`config.mk`:
```
export PLATFORM = sky130hd
export DESIGN_NAME = svto_core
export DESIGN_NICKNAME = d
export VERILOG_FILES = /design/src/rtl/svto_qualifier.v /design/src/rtl/svto_core.v
export VERILOG_INCLUDE_DIRS = /design/src /design/src/rtl
export SDC_FILE = /design/constraint.sdc
export NUM_CORES = 2
export LEC_CHECK = 0
export BUFFER_PORTS_ARGS = -buffer_cell sky130_fd_sc_hd__clkbuf_2
export CELL_PAD_IN_SITES_DETAIL_PLACEMENT = 0
export CELL_PAD_IN_SITES_GLOBAL_PLACEMENT = 1
export CORE_MARGIN = 2
export CORE_UTILIZATION = 25
export CTS_CLUSTER_SIZE = 14
export DETAILED_ROUTE_END_ITERATION = 16
export PLACE_DENSITY = 0.46
export SYNTH_ARGS = -nofsm -noshare
export SYNTH_HDL_FRONTEND = slang
export SYNTH_HIERARCHICAL = 1
export SYNTH_SLANG_ARGS = --single-unit
```
`constraint.sdc`:
```
create_clock -name clock_i -period 72.9 [get_ports clock_i]
set_clock_uncertainty 0.1 [all_clocks]
set_input_delay 3.645 -clock clock_i [delete_from_list [all_inputs] [get_ports clock_i]]
set_output_delay 3.645 -clock clock_i [all_outputs]
set_load 0.02 [all_outputs]
```
`src/rtl/svto_consts.vh`:
```
// Purpose: Constants for the servo velocity/torque object block
// Assumes: 40 MHz clock, register index is the bus address
// Notes:   Times for window and threshold qualification are in ms
`ifndef SVTO_CONSTS_VH
`define SVTO_CONSTS_VH

// ----------------------------------------------------------------
// Register indices
// ----------------------------------------------------------------
`define SVTO_A_ENC_SPEED    16'h6069
`define SVTO_A_SPD_DEMAND   16'h606B
`define SVTO_A_MOT_SPEED    16'h606C
`define SVTO_A_COIN_WIDTH   16'h606D
`define SVTO_A_COIN_TIME    16'h606E
`define SVTO_A_THR_LEVEL    16'h606F
`define SVTO_A_THR_TIME     16'h6070
`define SVTO_A_TRQ_CMD      16'h6071
`define SVTO_A_TRQ_CEIL     16'h6072
`define SVTO_A_TRQ_DEMAND   16'h6074
`define SVTO_A_TRQ_READING  16'h6077
`define SVTO_A_RAMP_RATE    16'h6087
`define SVTO_A_SPD_FF       16'h60B1
`define SVTO_A_TRQ_FF       16'h60B2
`define SVTO_A_FWD_LIMIT    16'h60E0
`define SVTO_A_REV_LIMIT    16'h60E1
`define SVTO_A_SPD_CMD      16'h60FF
`define SVTO_A_MODE         16'h7000
`define SVTO_A_STATUS_WORD  16'h7001
`define SVTO_A_IRQ_STATUS   16'h7002
`define SVTO_A_IRQ_ENABLE   16'h7003
`define SVTO_A_IRQ_CLEAR    16'h7004

// ----------------------------------------------------------------
// Reset values
// ----------------------------------------------------------------
`define SVTO_RST_CEIL       16'h0BB8
`define SVTO_RST_RAMP       32'h0000_0064
`define SVTO_RST_LIMIT      16'hFFFF

// ----------------------------------------------------------------
// Modes of operation
// ----------------------------------------------------------------
`define SVTO_MODE_PT        3'h0
`define SVTO_MODE_PV        3'h1
`define SVTO_MODE_CSP       3'h2
`define SVTO_MODE_CSV       3'h3
`define SVTO_MODE_CST       3'h4

// ----------------------------------------------------------------
// Status bits and timing
// ----------------------------------------------------------------
`define SVTO_SW_COIN_BIT    10
`define SVTO_SW_THR_BIT     12
`define SVTO_IRQ_COIN_BIT   0
`define SVTO_IRQ_THR_BIT    1
`define SVTO_CLK_HZ         40000000
`define SVTO_MS_PER_S       1000
`define SVTO_SLOPE_DIV      1000
`define SVTO_TRQ_MAX_POS    17'sh0_7FFF
`define SVTO_TRQ_MIN_NEG    17'sh1_8000

`endif

```
`src/rtl/svto_qualifier.v`:
```
// Purpose: Holds a condition for a programmed count of ms ticks
// Assumes: ms_tick_i is a one-cycle enable
// Notes:   A zero time qualifies on the first cycle the condition holds
`timescale 1ns/1ps
`default_nettype none
module svto_qualifier (
  input  wire        clock_i,
  input  wire        sys_rst_i,
  input  wire        ms_tick_i,
  input  wire        cond_i,
  input  wire [15:0] time_ms_i,
  output reg         qualified_o
);
  reg [15:0] elapsed;

  always @(posedge clock_i) begin
    if (sys_rst_i) begin
      elapsed     <= 16'h0000;
      qualified_o <= 1'b0;
    end else if (!cond_i) begin
      // Any break in the condition restarts the wait
      elapsed     <= 16'h0000;
      qualified_o <= 1'b0;
    end else begin
      if (ms_tick_i && elapsed != 16'hFFFF) begin
        elapsed <= elapsed + 16'h0001;
      end
      qualified_o <= (elapsed >= time_ms_i);
    end
  end
endmodule
`default_nettype wire

```
`src/rtl/svto_core.v`:
```
// Purpose: Velocity and torque reference, monitor and limit objects
// Assumes: Measured speeds and the loop demand arrive on this clock
// Notes:   Register index equals bus address; reads answer next cycle
`timescale 1ns/1ps
`default_nettype none
`include "svto_consts.vh"
module svto_core (
  input  wire        clock_i,
  input  wire        sys_rst_i,
  input  wire [15:0] addr_i,
  input  wire [31:0] wdata_i,
  input  wire        wr_i,
  input  wire        rd_i,
  output reg  [31:0] rdata_o,
  input  wire [31:0] enc_speed_i,
  input  wire [31:0] motor_speed_i,
  input  wire [31:0] traj_speed_i,
  input  wire [31:0] pos_ctrl_speed_i,
  output reg  [31:0] speed_ref_o,
  output reg  [15:0] torque_ref_o,
  output reg  [15:0] torque_ff_o,
  output reg  [15:0] status_word_o,
  output wire        irq_o
);
  // ----------------------------------------------------------------
  // Helpers
  // ----------------------------------------------------------------
  function [15:0] min_u16;
    input [15:0] a;
    input [15:0] b;
    begin
      min_u16 = (a < b) ? a : b;
    end
  endfunction

  function [17:0] sx18;
    input [15:0] v;
    begin
      sx18 = {{2{v[15]}}, v};
    end
  endfunction

  function [16:0] sat17;
    input signed [17:0] v;
    input signed [16:0] hi;
    input signed [16:0] lo;
    begin
      if (v > hi) begin
        sat17 = hi;
      end else if (v < lo) begin
        sat17 = lo;
      end else begin
        sat17 = v[16:0];
      end
    end
  endfunction

  localparam integer MS_CYCLES = `SVTO_CLK_HZ / `SVTO_MS_PER_S;

  // ----------------------------------------------------------------
  // Registers
  // ----------------------------------------------------------------
  reg [15:0] coin_width;
  reg [15:0] coin_time;
  reg [15:0] thr_level;
  reg [15:0] thr_time;
  reg [15:0] trq_cmd;
  reg [15:0] trq_ceil;
  reg [31:0] ramp_rate;
  reg [31:0] spd_ff;
  reg [15:0] trq_ff;
  reg [15:0] fwd_limit;
  reg [15:0] rev_limit;
  reg [31:0] spd_cmd;
  reg [2:0]  mode;
  reg [1:0]  irq_status;
  reg [1:0]  irq_enable;

  // Input samples from the measurement logic, torque demand and ramp state on this clock
  reg [31:0] enc_speed;
  reg [31:0] motor_speed;
  reg [31:0] speed_demand;
  reg [15:0] trq_demand;
  reg [15:0] trq_ramp;
  reg [31:0] slope_acc;

  // ----------------------------------------------------------------
  // Timebase: 1 ms tick and 1/1000 s slope tick
  // ----------------------------------------------------------------
  reg [15:0] ms_cnt;
  reg        ms_tick;
  // Free-running: the first counted ms of a wait may be short
  always @(posedge clock_i) begin
    if (sys_rst_i) begin
      ms_cnt  <= 16'h0000;
      ms_tick <= 1'b0;
    end else if (ms_cnt == MS_CYCLES[15:0] - 16'h0001) begin
      ms_cnt  <= 16'h0000;
      ms_tick <= 1'b1;
    end else begin
      ms_cnt  <= ms_cnt + 16'h0001;
      ms_tick <= 1'b0;
    end
  end

  // ----------------------------------------------------------------
  // Speed monitoring
  // ----------------------------------------------------------------
  // One extra bit so the difference of two extremes cannot wrap
  wire signed [32:0] spd_diff = $signed({spd_cmd[31], spd_cmd})
                              - $signed({motor_speed[31], motor_speed});
  wire        [32:0] spd_abs  = spd_diff[32] ? (33'h0_0000_0000 - spd_diff) : spd_diff;
  wire coin_cond = (spd_abs <= {17'h0_0000, coin_width});
  wire thr_cond  = ($signed(motor_speed) > $signed({16'h0000, thr_level}));
  wire coin_ok;
  wire thr_ok;

  svto_qualifier u_coin (
    .clock_i     (clock_i),
    .sys_rst_i   (sys_rst_i),
    .ms_tick_i   (ms_tick),
    .cond_i      (coin_cond),
    .time_ms_i   (coin_time),
    .qualified_o (coin_ok)
  );

  svto_qualifier u_thr (
    .clock_i     (clock_i),
    .sys_rst_i   (sys_rst_i),
    .ms_tick_i   (ms_tick),
    .cond_i      (thr_cond),
    .time_ms_i   (thr_time),
    .qualified_o (thr_ok)
  );

  // ----------------------------------------------------------------
  // Torque limits and reference
  // ----------------------------------------------------------------
  wire [15:0] pos_lim = min_u16(trq_ceil, fwd_limit);
  wire [15:0] neg_lim = min_u16(trq_ceil, rev_limit);
  // Clip to the signed range so negating a limit cannot wrap
  wire signed [16:0] hi_lim = (pos_lim > 16'h7FFF) ? `SVTO_TRQ_MAX_POS
                                                   : $signed({1'b0, pos_lim});
  wire signed [16:0] lo_lim = (neg_lim > 16'h8000) ? `SVTO_TRQ_MIN_NEG
                                                   : -$signed({1'b0, neg_lim});
  wire is_pt  = (mode == `SVTO_MODE_PT);
  wire is_cst = (mode == `SVTO_MODE_CST);
  wire is_csp = (mode == `SVTO_MODE_CSP);
  wire is_csv = (mode == `SVTO_MODE_CSV);
  wire is_pv  = (mode == `SVTO_MODE_PV);

  reg  signed [17:0] trq_sum;
  reg         [16:0] trq_sat;
  always @* begin
    trq_sum = sx18(trq_cmd);
    if (is_pt) begin
      trq_sum = sx18(trq_ramp);
    end else if (is_cst) begin
      trq_sum = $signed(sx18(trq_cmd)) + $signed(sx18(trq_ff));
    end
    trq_sat = sat17(trq_sum, hi_lim, lo_lim);
  end

  // Ramp moves one step per ms by slope/1000 accumulated per second
  wire signed [16:0] ramp_s   = $signed({trq_ramp[15], trq_ramp});
  wire signed [16:0] target_s = $signed({trq_cmd[15], trq_cmd});
  // Spare top bit keeps a near-maximum slope from wrapping
  wire [32:0] next_acc = {1'b0, slope_acc} + {1'b0, ramp_rate};
  wire [32:0] step_q   = next_acc / `SVTO_SLOPE_DIV;
  wire [16:0] step     = (step_q > 33'h0_0000_FFFF) ? 17'h0_FFFF : step_q[16:0];
  wire signed [17:0] up_v = $signed({ramp_s[16], ramp_s}) + $signed({1'b0, step});
  wire signed [17:0] dn_v = $signed({ramp_s[16], ramp_s}) - $signed({1'b0, step});

  always @(posedge clock_i) begin
    if (sys_rst_i) begin
      trq_ramp  <= 16'h0000;
      slope_acc <= 32'h0000_0000;
    end else if (!is_pt) begin
      // Start a later profile ramp from the torque now output
      trq_ramp  <= trq_demand;
      slope_acc <= 32'h0000_0000;
    end else if (ms_tick) begin
      slope_acc <= next_acc[31:0] - step_q[31:0] * `SVTO_SLOPE_DIV;
      if (ramp_s < target_s) begin
        trq_ramp <= (up_v > target_s) ? trq_cmd : up_v[15:0];
      end else if (ramp_s > target_s) begin
        trq_ramp <= (dn_v < target_s) ? trq_cmd : dn_v[15:0];
      end
    end
  end

  // ----------------------------------------------------------------
  // Outputs and sampled values
  // ----------------------------------------------------------------
  always @(posedge clock_i) begin
    if (sys_rst_i) begin
      enc_speed     <= 32'h0000_0000;
      motor_speed   <= 32'h0000_0000;
      speed_demand  <= 32'h0000_0000;
      trq_demand    <= 16'h0000;
      speed_ref_o   <= 32'h0000_0000;
      torque_ref_o  <= 16'h0000;
      torque_ff_o   <= 16'h0000;
      status_word_o <= 16'h0000;
    end else begin
      enc_speed   <= enc_speed_i;
      motor_speed <= motor_speed_i;
      // Position loop feeds the speed loop only in cyclic position mode
      speed_demand <= is_csp ? pos_ctrl_speed_i : traj_speed_i;
      trq_demand   <= trq_sat[15:0];
      torque_ref_o <= trq_sat[15:0];
      torque_ff_o  <= (is_csp || is_csv) ? trq_ff : 16'h0000;
      if (is_csp) begin
        speed_ref_o <= spd_ff;
      end else if (is_pv || is_csv) begin
        speed_ref_o <= spd_cmd;
      end else begin
        speed_ref_o <= 32'h0000_0000;
      end
      // Only the two qualified bits are owned here
      status_word_o <= 16'h0000;
      status_word_o[`SVTO_SW_COIN_BIT] <= coin_ok;
      status_word_o[`SVTO_SW_THR_BIT]  <= thr_ok;
    end
  end

  // ----------------------------------------------------------------
  // Interrupts: rising status bits are sticky, set beats clear
  // ----------------------------------------------------------------
  reg coin_q;
  reg thr_q;
  wire [1:0] irq_set = {thr_ok & ~thr_q, coin_ok & ~coin_q};
  wire       clr_wr  = wr_i && addr_i == `SVTO_A_IRQ_CLEAR;
  always @(posedge clock_i) begin
    if (sys_rst_i) begin
      coin_q     <= 1'b0;
      thr_q      <= 1'b0;
      irq_status <= 2'b00;
    end else begin
      coin_q     <= coin_ok;
      thr_q      <= thr_ok;
      irq_status <= (irq_status & ~(clr_wr ? wdata_i[1:0] : 2'b00)) | irq_set;
    end
  end
  assign irq_o = |(irq_status & irq_enable);

  // ----------------------------------------------------------------
  // Register writes
  // ----------------------------------------------------------------
  always @(posedge clock_i) begin
    if (sys_rst_i) begin
      coin_width <= 16'h0000;
      coin_time  <= 16'h0000;
      thr_level  <= 16'h0000;
      thr_time   <= 16'h0000;
      trq_cmd    <= 16'h0000;
      trq_ceil   <= `SVTO_RST_CEIL;
      ramp_rate  <= `SVTO_RST_RAMP;
      spd_ff     <= 32'h0000_0000;
      trq_ff     <= 16'h0000;
      fwd_limit  <= `SVTO_RST_LIMIT;
      rev_limit  <= `SVTO_RST_LIMIT;
      spd_cmd    <= 32'h0000_0000;
      mode       <= `SVTO_MODE_PT;
      irq_enable <= 2'b00;
    end else if (wr_i) begin
      // Read-only and unmapped indices are ignored
      case (addr_i)
        `SVTO_A_COIN_WIDTH: coin_width <= wdata_i[15:0];
        `SVTO_A_COIN_TIME:  coin_time  <= wdata_i[15:0];
        `SVTO_A_THR_LEVEL:  thr_level  <= wdata_i[15:0];
        `SVTO_A_THR_TIME:   thr_time   <= wdata_i[15:0];
        `SVTO_A_TRQ_CMD:    trq_cmd    <= wdata_i[15:0];
        `SVTO_A_TRQ_CEIL:   trq_ceil   <= wdata_i[15:0];
        `SVTO_A_RAMP_RATE:  ramp_rate  <= wdata_i;
        `SVTO_A_SPD_FF:     spd_ff     <= wdata_i;
        `SVTO_A_TRQ_FF:     trq_ff     <= wdata_i[15:0];
        `SVTO_A_FWD_LIMIT:  fwd_limit  <= wdata_i[15:0];
        `SVTO_A_REV_LIMIT:  rev_limit  <= wdata_i[15:0];
        `SVTO_A_SPD_CMD:    spd_cmd    <= wdata_i;
        `SVTO_A_MODE:       mode       <= wdata_i[2:0];
        `SVTO_A_IRQ_ENABLE: irq_enable <= wdata_i[1:0];
        default: ;
      endcase
    end
  end

  // ----------------------------------------------------------------
  // Register reads, data valid the cycle after the strobe
  // ----------------------------------------------------------------
  always @(posedge clock_i) begin
    if (sys_rst_i) begin
      rdata_o <= 32'h0000_0000;
    end else if (rd_i) begin
      case (addr_i)
        `SVTO_A_ENC_SPEED:   rdata_o <= enc_speed;
        `SVTO_A_SPD_DEMAND:  rdata_o <= speed_demand;
        `SVTO_A_MOT_SPEED:   rdata_o <= motor_speed;
        `SVTO_A_COIN_WIDTH:  rdata_o <= {16'h0000, coin_width};
        `SVTO_A_COIN_TIME:   rdata_o <= {16'h0000, coin_time};
        `SVTO_A_THR_LEVEL:   rdata_o <= {16'h0000, thr_level};
        `SVTO_A_THR_TIME:    rdata_o <= {16'h0000, thr_time};
        `SVTO_A_TRQ_CMD:     rdata_o <= {16'h0000, trq_cmd};
        `SVTO_A_TRQ_CEIL:    rdata_o <= {16'h0000, trq_ceil};
        `SVTO_A_TRQ_DEMAND:  rdata_o <= {16'h0000, trq_demand};
        `SVTO_A_TRQ_READING: rdata_o <= {16'h0000, trq_demand};
        `SVTO_A_RAMP_RATE:   rdata_o <= ramp_rate;
        `SVTO_A_SPD_FF:      rdata_o <= spd_ff;
        `SVTO_A_TRQ_FF:      rdata_o <= {16'h0000, trq_ff};
        `SVTO_A_FWD_LIMIT:   rdata_o <= {16'h0000, fwd_limit};
        `SVTO_A_REV_LIMIT:   rdata_o <= {16'h0000, rev_limit};
        `SVTO_A_SPD_CMD:     rdata_o <= spd_cmd;
        `SVTO_A_MODE:        rdata_o <= {29'h0000_0000, mode};
        `SVTO_A_STATUS_WORD: rdata_o <= {16'h0000, status_word_o};
        `SVTO_A_IRQ_STATUS:  rdata_o <= {30'h0000_0000, irq_status};
        `SVTO_A_IRQ_ENABLE:  rdata_o <= {30'h0000_0000, irq_enable};
        // The clear register is write-only and reads as zero
        default:             rdata_o <= 32'h0000_0000;
      endcase
    end else begin
      rdata_o <= 32'h0000_0000;
    end
  end
endmodule
`default_nettype wire

```
Yosys cells after proc, flatten, opt, wreduce, memory -nomap -nowiden

Cells that the tools add are included.

Divide/modulo/power cells: 1
Order comparisons: 15
Add/sub/neg operators: 11
Reductions and logical operators: 29
Bitwise logic cells: 13
Muxes and demuxes: 22
Multiply operators: 1
Equality and inequality tests: 31
Shift-type cells: 0

Operators by type and width:

| operator                                                                | count |
|---|---|
| 32-bit case mux with 20 select lines                                    | 1 |
| 16-bit by 15-bit equality test with 1-bit output, second input constant | 22 |
| 16-bit 2-to-1 mux                                                       | 11 |
| 32-bit 2-to-1 mux                                                       | 3 |
| 16-bit by 1-bit adder with 16-bit output, second input constant         | 3 |
| 16-bit less-than comparator                                             | 3 |
| 18-bit 2-to-1 mux                                                       | 2 |
| 17-bit 2-to-1 mux                                                       | 2 |
| 32-bit by 32-bit adder with 33-bit output                               | 1 |
| 33-bit by 10-bit divider with 33-bit output, second input constant      | 1 |
| 33-bit by 16-bit > comparator with 1-bit output, second input constant  | 1 |
| 33-bit by 16-bit less-or-equal comparator with 1-bit output             | 1 |
| 33-bit 2-to-1 mux                                                       | 1 |
| 1-bit by 33-bit subtractor with 33-bit output, first input constant     | 1 |
| 32-bit by 32-bit subtractor with 33-bit output                          | 1 |
| 16-bit >= comparator                                                    | 2 |
| 32-bit by 17-bit > comparator with 1-bit output                         | 1 |
| 32-bit by 7-bit multiplier with 29-bit output, second input constant    | 1 |
| 16-bit != test, second input constant                                   | 2 |
| 32-bit subtractor                                                       | 1 |
| 2-bit AND reduction                                                     | 15 |
| 16-bit by 18-bit adder with 18-bit output                               | 1 |
| 18-bit by 16-bit > comparator with 1-bit output                         | 1 |
| 18-bit by 17-bit > comparator with 1-bit output                         | 1 |
| other kinds (25)                                                        | 44 |

Memories kept: 0
Register bits after elaboration: 556
Output and inout port bits: 113
Latch bits: 0
ROM bits: 0
RAM bits: 0

Longest topological paths before layout

Depth in word-level cells: 11
Gate-level depth with buffers: 133
Depth with buffers taken out: 122

By module

Netlist, hierarchy kept.

By module, submodules not included:

| module         | instances | cells an instance | area each (um2) |
|---|---|---|---|
| svto_core      | 1         | 5436              | 41802.6 |
| svto_qualifier | 2         | 156               | 1263.7 |

Worst setup path after synthesis

Ideal clock, no wire load.

Path kind: register -> register
From: register ramp_rate[0]
To: register slope_acc[31]
Data required time: 72.714 ns
Clock period less this slack: 25.689 ns
Path slack: 47.211 ns
Path buffers: 5
Arrival time: 25.503 ns
Library setup time: 0.086 ns
Stages on the path, launching flop included: 111
Path through: dfxtp_1 ha_1 fa_1 a211oi_1 o311a_1 nand4bb_1 a211oi_1 or4_1 nand3_1 o41ai_1 or4b_1 buf_2 o21ai_4 inv_4 mux2i_4 a21o_4 o32ai_1 and3_1 [... 75 more ...] a21oi_1 o21ai_0 a21oi_1 o21ai_0 a21oi_1 nor2b_1 o21ai_0 nand2b_1 a21o_1 a21oi_1 o21bai_1 a21oi_1 o21bai_1 a21oi_1 o21bai_1 a21oi_1 xnor2_1 a211oi_1

Word-level cells in the longest chain between the ends: 4

RTL lines:

| what                                                           | line            | RTL |
|---|---|---|
| from (decl)                                                    | svto_core.v:69  | `reg [31:0] ramp_rate;` |
| from (signal assigned)                                         | svto_core.v:258 | `` ramp_rate <= `SVTO_RST_RAMP; `` |
| from (signal assigned)                                         | svto_core.v:275 | `` `SVTO_A_RAMP_RATE: ramp_rate <= wdata_i; `` |
| 32-bit by 32-bit adder with 33-bit output *                    | svto_core.v:168 | `wire [32:0] next_acc = {1'b0, slope_acc} + {1'b0, ramp_rate};` |
| 33-bit by 10-bit divider with 33-bit output (no source line)   | n/a             |  |
| 32-bit by 7-bit multiplier with 29-bit output (no source line) | n/a             |  |
| 32-bit subtractor (no source line) *                           | n/a             |  |
| to (signal assigned)                                           | svto_core.v:183 | `` slope_acc <= next_acc[31:0] - step_q[31:0] * `SVTO_SLOPE_DIV; `` |
| to (decl)                                                      | svto_core.v:85  | `reg [31:0] slope_acc;` |

Every way passes the cells marked *; elsewhere a longest branch is shown, timed or not.
A chain may end at the register's enable or synchronous reset.

Final worst setup path

From: register ramp_rate[0]
To: register trq_ramp[14]

Word-level cells in the longest chain between the ends: 11
Elaborated cells on any way between the ends: 14

RTL lines:

| what                                                           | line            | RTL |
|---|---|---|
| 32-bit by 32-bit adder with 33-bit output *                    | svto_core.v:168 |  |
| 33-bit by 10-bit divider with 33-bit output (no source line) * | n/a             |  |
| 33-bit by 16-bit > comparator with 1-bit output                | svto_core.v:170 | `wire [16:0] step = (step_q > 33'h0_0000_FFFF) ? 17'h0_FFFF : step_q[16:0];` |
| 17-bit 2-to-1 mux *                                            | svto_core.v:170 |  |
| 16-bit by 18-bit subtractor with 18-bit output                 | svto_core.v:172 | `wire signed [17:0] dn_v = $signed({ramp_s[16], ramp_s}) - $signed({1'b0, step});` |
| 18-bit by 16-bit less-than comparator with 1-bit output        | svto_core.v:187 | `trq_ramp <= (dn_v < target_s) ? trq_cmd : dn_v[15:0];` |
| 16-bit 2-to-1 mux                                              | svto_core.v:187 |  |
| 16-bit 2-to-1 mux                                              | svto_core.v:186 | `end else if (ramp_s > target_s) begin` |
| 16-bit 2-to-1 mux *                                            | svto_core.v:184 | `if (ramp_s < target_s) begin` |
| 16-bit 2-to-1 mux *                                            | svto_core.v:182 | `end else if (ms_tick) begin` |
| 16-bit 2-to-1 mux *                                            | svto_core.v:178 | `end else if (!is_pt) begin` |
| to (signal assigned)                                           | svto_core.v:180 | `trq_ramp <= trq_demand;` |
| to (signal assigned)                                           | svto_core.v:185 | `trq_ramp <= (up_v > target_s) ? trq_cmd : up_v[15:0];` |
| to (signal assigned)                                           | svto_core.v:187 |  |
| to (decl)                                                      | svto_core.v:84  | `reg [15:0] trq_ramp;` |

Every way passes the cells marked *; elsewhere a longest branch is shown, timed or not. The select of a mux whose other input is x is not followed.

==> run_results.csv <==
group,metric,value,unit
logic_synthesis,synth_adder_area_share,0.153,
cts,root_buffer,"clkbuf_16",
logic_synthesis,dominantRegCellSynth,"dfxtp_1",
detailed_routing,dr.pass1.iters,6,
timing,finalCriticalPeriod,31.78,ns
detailed_routing,routed_wl,192000,um
detailed_routing,post_drt_wl_per_cell,23.2,um
worst_setup_path,worst_path_most_repeated_cell,"a21oi_1",
cts,cts_resized,0,
finish,drive_gt1_frac,0.103,
global_route,grt_usage,0.207,
logic_synthesis,avgSynthCellArea,7.71,sq um
timing,setup_viol,0,
flow_run,drv_cap,0,
die,start_util,0.252,
timing,report.final.slew_viol_count,0,
detailed_routing,viasPerCell,5.10,
die,core-area,176000,sq um
worst_setup_path,cp_slowest_cell,"nor2b_1",
worst_setup_path,cp_slowest_stage_delay,0.94,ns
cts,path_clk_slew,0.06,ns
worst_setup_path,reg2reg_from,"ramp_rate[0]$_SDFFE_PP0P_",
detailed_routing,drc,0,
die,die_h,425,um
die,io_pins,293,
global_route,first_global_vias,41300,
die,placementRows,154,
logic_synthesis,synthTopCellsByArea,"dfxtp_1 (24%), ha_1 (11%), nand2_1 (7.1%)",
finish,fin_nets,6530,
timing,holdWs,0.357,ns
status,status,"finished, final reports clean",
detailed_routing,drtAntennaViolNets,0,
placement,portBuffers,278,
logic_synthesis,yosys_warnings,6,
global_route,grt_max_degree,81,
logic_synthesis,synth_seq_area_share,0.244,
logic_synthesis,synth_edf_count,0,
logic_synthesis,synth_area,44300,sq um
logic_synthesis,async_flop_share,0,
timing,hold_violations,0,
detailed_routing,vias,42100,
finish,final_cell_mix,"nand2_1 (842), a21oi_1 (556), dfxtp_1 (539)",
pwr,ir_worst_vdd,17.0,uV
worst_setup_path,r2r_cells,108,
cts,ctsLongestPathBuffers,3,
global_route,grt_antenna_before_repair,13,
logic_synthesis,synthDistinctLibCells,137,
worst_setup_path,end_kind,"flip-flop",
finish,mostFrequentLayoutCell,"nand2_1",
logic_synthesis,netlist.area_leader.share,0.244,
timing,slew_headroom,0.182,
placement,hpwl,150000,um
worst_setup_path,r2r_end,"trq_ramp[14]$_SDFFE_PP0P_",
cts,cts.htree.levels,3,
pwr,leakage,0.0202,uW
logic_synthesis,synth_compound_area_frac,0.253,
cts,hold_buffers,0,
logic_synthesis,synth_cells,5748,
worst_setup_path,ff2ff_setup_slack,41.12,ns
cts,cts_made_buffers,66,
cts,cts_sinks,540,
logic_synthesis,ys_ff_latch,540,
placement,place.gp.congestion,0.850,
worst_setup_path,cp_data_arrival_time,32.19,ns
die,dieArea,181000,sq um
timing,fmax,31.5,MHz
timing,fin_crit_sh,0.436,
logic_synthesis,synth_xor_area_frac,0.0469,
logic_synthesis,yosysTopAreaCell,"dfxtp_1",
worst_setup_path,cp_max_fo,18,
hold_path,hp-start,"ms_cnt[0]$_SDFF_PP0_",
timing,rsz0062_at_grt,"no",
die,chipWidth,425,um
detailed_routing,drt_iter0_markers,3123,
cts,clkLatencyLatePin,0.67,ns
worst_setup_path,cp.required,73.31,ns
global_route,grt_pass1_wl,283000,um
worst_setup_path,path_class,"reg2reg",
finish,synthToLayoutAreaGrowth,13.4,%
pwr,p_per_area,13.7,nW/um^2
timing,tns,0,ns
hold_path,hold_path_depth,1,
logic_synthesis,synthMuxAreaShare,0.0240,
cts,cts_tree,"built",
logic_synthesis,yosys.area_share.simple,0.215,
timing,tightestPinTransition,1.23,ns
logic_synthesis,synth_top_family_by_area,"compound AO/OA/AOI/OAI gates",
hold_path,hold_end,"ms_cnt[0]$_SDFF_PP0_",
global_route,overflow,0,
hold_path,hold_path_class,"reg2reg",
cts,post-cts-setup-buffers,0,
worst_setup_path,critPathLaunchType,"flip-flop",
## cell usage after synthesis (41+ instances only)
library cell and number:
ha_1 395, o21ai_1 48, a21o_1 71, nor2b_1 120, or3_1 41, a221oi_1 50
a211oi_1 68, mux2i_1 81, a31oi_1 65, nand4_1 67, nor3_1 73, dfxtp_1 540
nor2_1 430, inv_1 397, nand3_1 99, xnor2_1 153, o21bai_1 73, a22oi_1 93
nand2_1 842, nand2b_1 76, clkbuf_1 245, and2_1 50, a21oi_1 558, nand3b_1 50
o211ai_1 41, xor2_1 79, o21ai_0 192, fa_1 91
## cell families (layout without fill, tap and decap cells)
group / Yosys count / in the layout
compound gates: 1644 / 1644
xor+xnor: 235 / 235
fa+ha+maj: 489 / 489
buf+inv: 720 / 875
flops: 540 / 540
mux: 102 / 102
other cells: 2 / 18
simple gates: 2016 / 2016
## stage by stage
| step | setup slack [ns] | total power, uW | cell area (sq um) | utilization | std cells |
|---|---|---|---|---|---|
| after floorplan | 47.21 | 327 | 44400 | - | 5761 |
| after global placement | 41.86 | 343 | 48000 | 0.273 | 8136 |
| after detailed placement | 41.10 | 343 | 48000 | 0.273 | 8136 |
| final | 41.12 | 690 | 50300 | 0.285 | 8259 |
| after global routing | 38.46 | 715 | 50300 | 0.285 | 8257 |
| after CTS | 40.97 | 700 | 50300 | 0.285 | 8256 |
## cell type report
type                            count  area [sq um]
Clock buffer                       90          1900
Antenna cell                        3          7.51
Tap cell                         2340          2930
Sequential cell                   540         10800
Clock inverter                     30           359
Fill cell                       19300        126000
Timing Repair Buffer              334          1820
Multi-Input combinational cell   4501         30800
Inverter                          421          1590
## power by group
part	internal, uW	switching (uW)
sequential	298	2.80
combinational	12.7	22.7
clock	206	148
total	517	173
## layer usage
layer | vias to the layer above | wire [um] | global-route usage
met4 | 0 | 4130 | 0.0444
li1 | 20700 | - | -
met5 | - | 0 | 0
met1 | 20300 | 90600 | 0.284
met2 | 937 | 90800 | 0.350
met3 | 181 | 6080 | 0.0189
## registers in the layout, summed over array words and instances, names as in the netlist, 32 cells and up
register      flops
slope_acc        32
speed_ref_o      32
speed_demand     32
ramp_rate        32
spd_ff           32
enc_speed        32
rdata_o          32
motor_speed      32
spd_cmd          32
## worst max-delay path, delay by kind of cell, from the launching register on
| kind | cells | cell delay, ns |
|---|---|---|
| AOI/OAI and AO/OA | 48 | 12.54 |
| xor gates and xnor gates | 4 | 1.01 |
| adders and majority gates | 5 | 1.56 |
| buffers and inverters | 9 | 1.90 |
| DFF | 1 | 0.33 |
| muxes | 8 | 3.11 |
| and+or+nand+nor | 34 | 11.02 |
## how the worst max path moves through the flow
| stage | from | to | slack [ns] | depth (start not counted) |
|---|---|---|---|---|
| finish | ramp_rate[0]$_SDFFE_PP0P_ | trq_ramp[14]$_SDFFE_PP0P_ | 41.12 | 108 |
| global route | ramp_rate[0]$_SDFFE_PP0P_ | trq_ramp[4]$_SDFFE_PP0P_ | 38.46 | 110 |
| CTS | ramp_rate[0]$_SDFFE_PP0P_ | trq_ramp[14]$_SDFFE_PP0P_ | 40.97 | 108 |
| detailed placement | ramp_rate[0]$_SDFFE_PP0P_ | trq_ramp[14]$_SDFFE_PP0P_ | 41.10 | 108 |
| global placement | ramp_rate[0]$_SDFFE_PP0P_ | trq_ramp[15]$_SDFFE_PP0P_ | 41.86 | 108 |
| floorplan | ramp_rate[0]$_SDFFE_PP0P_ | slope_acc[31]$_SDFFE_PP0P_ | 47.21 | 110 |
Note: power is estimated with default switching activity, not from simulation.
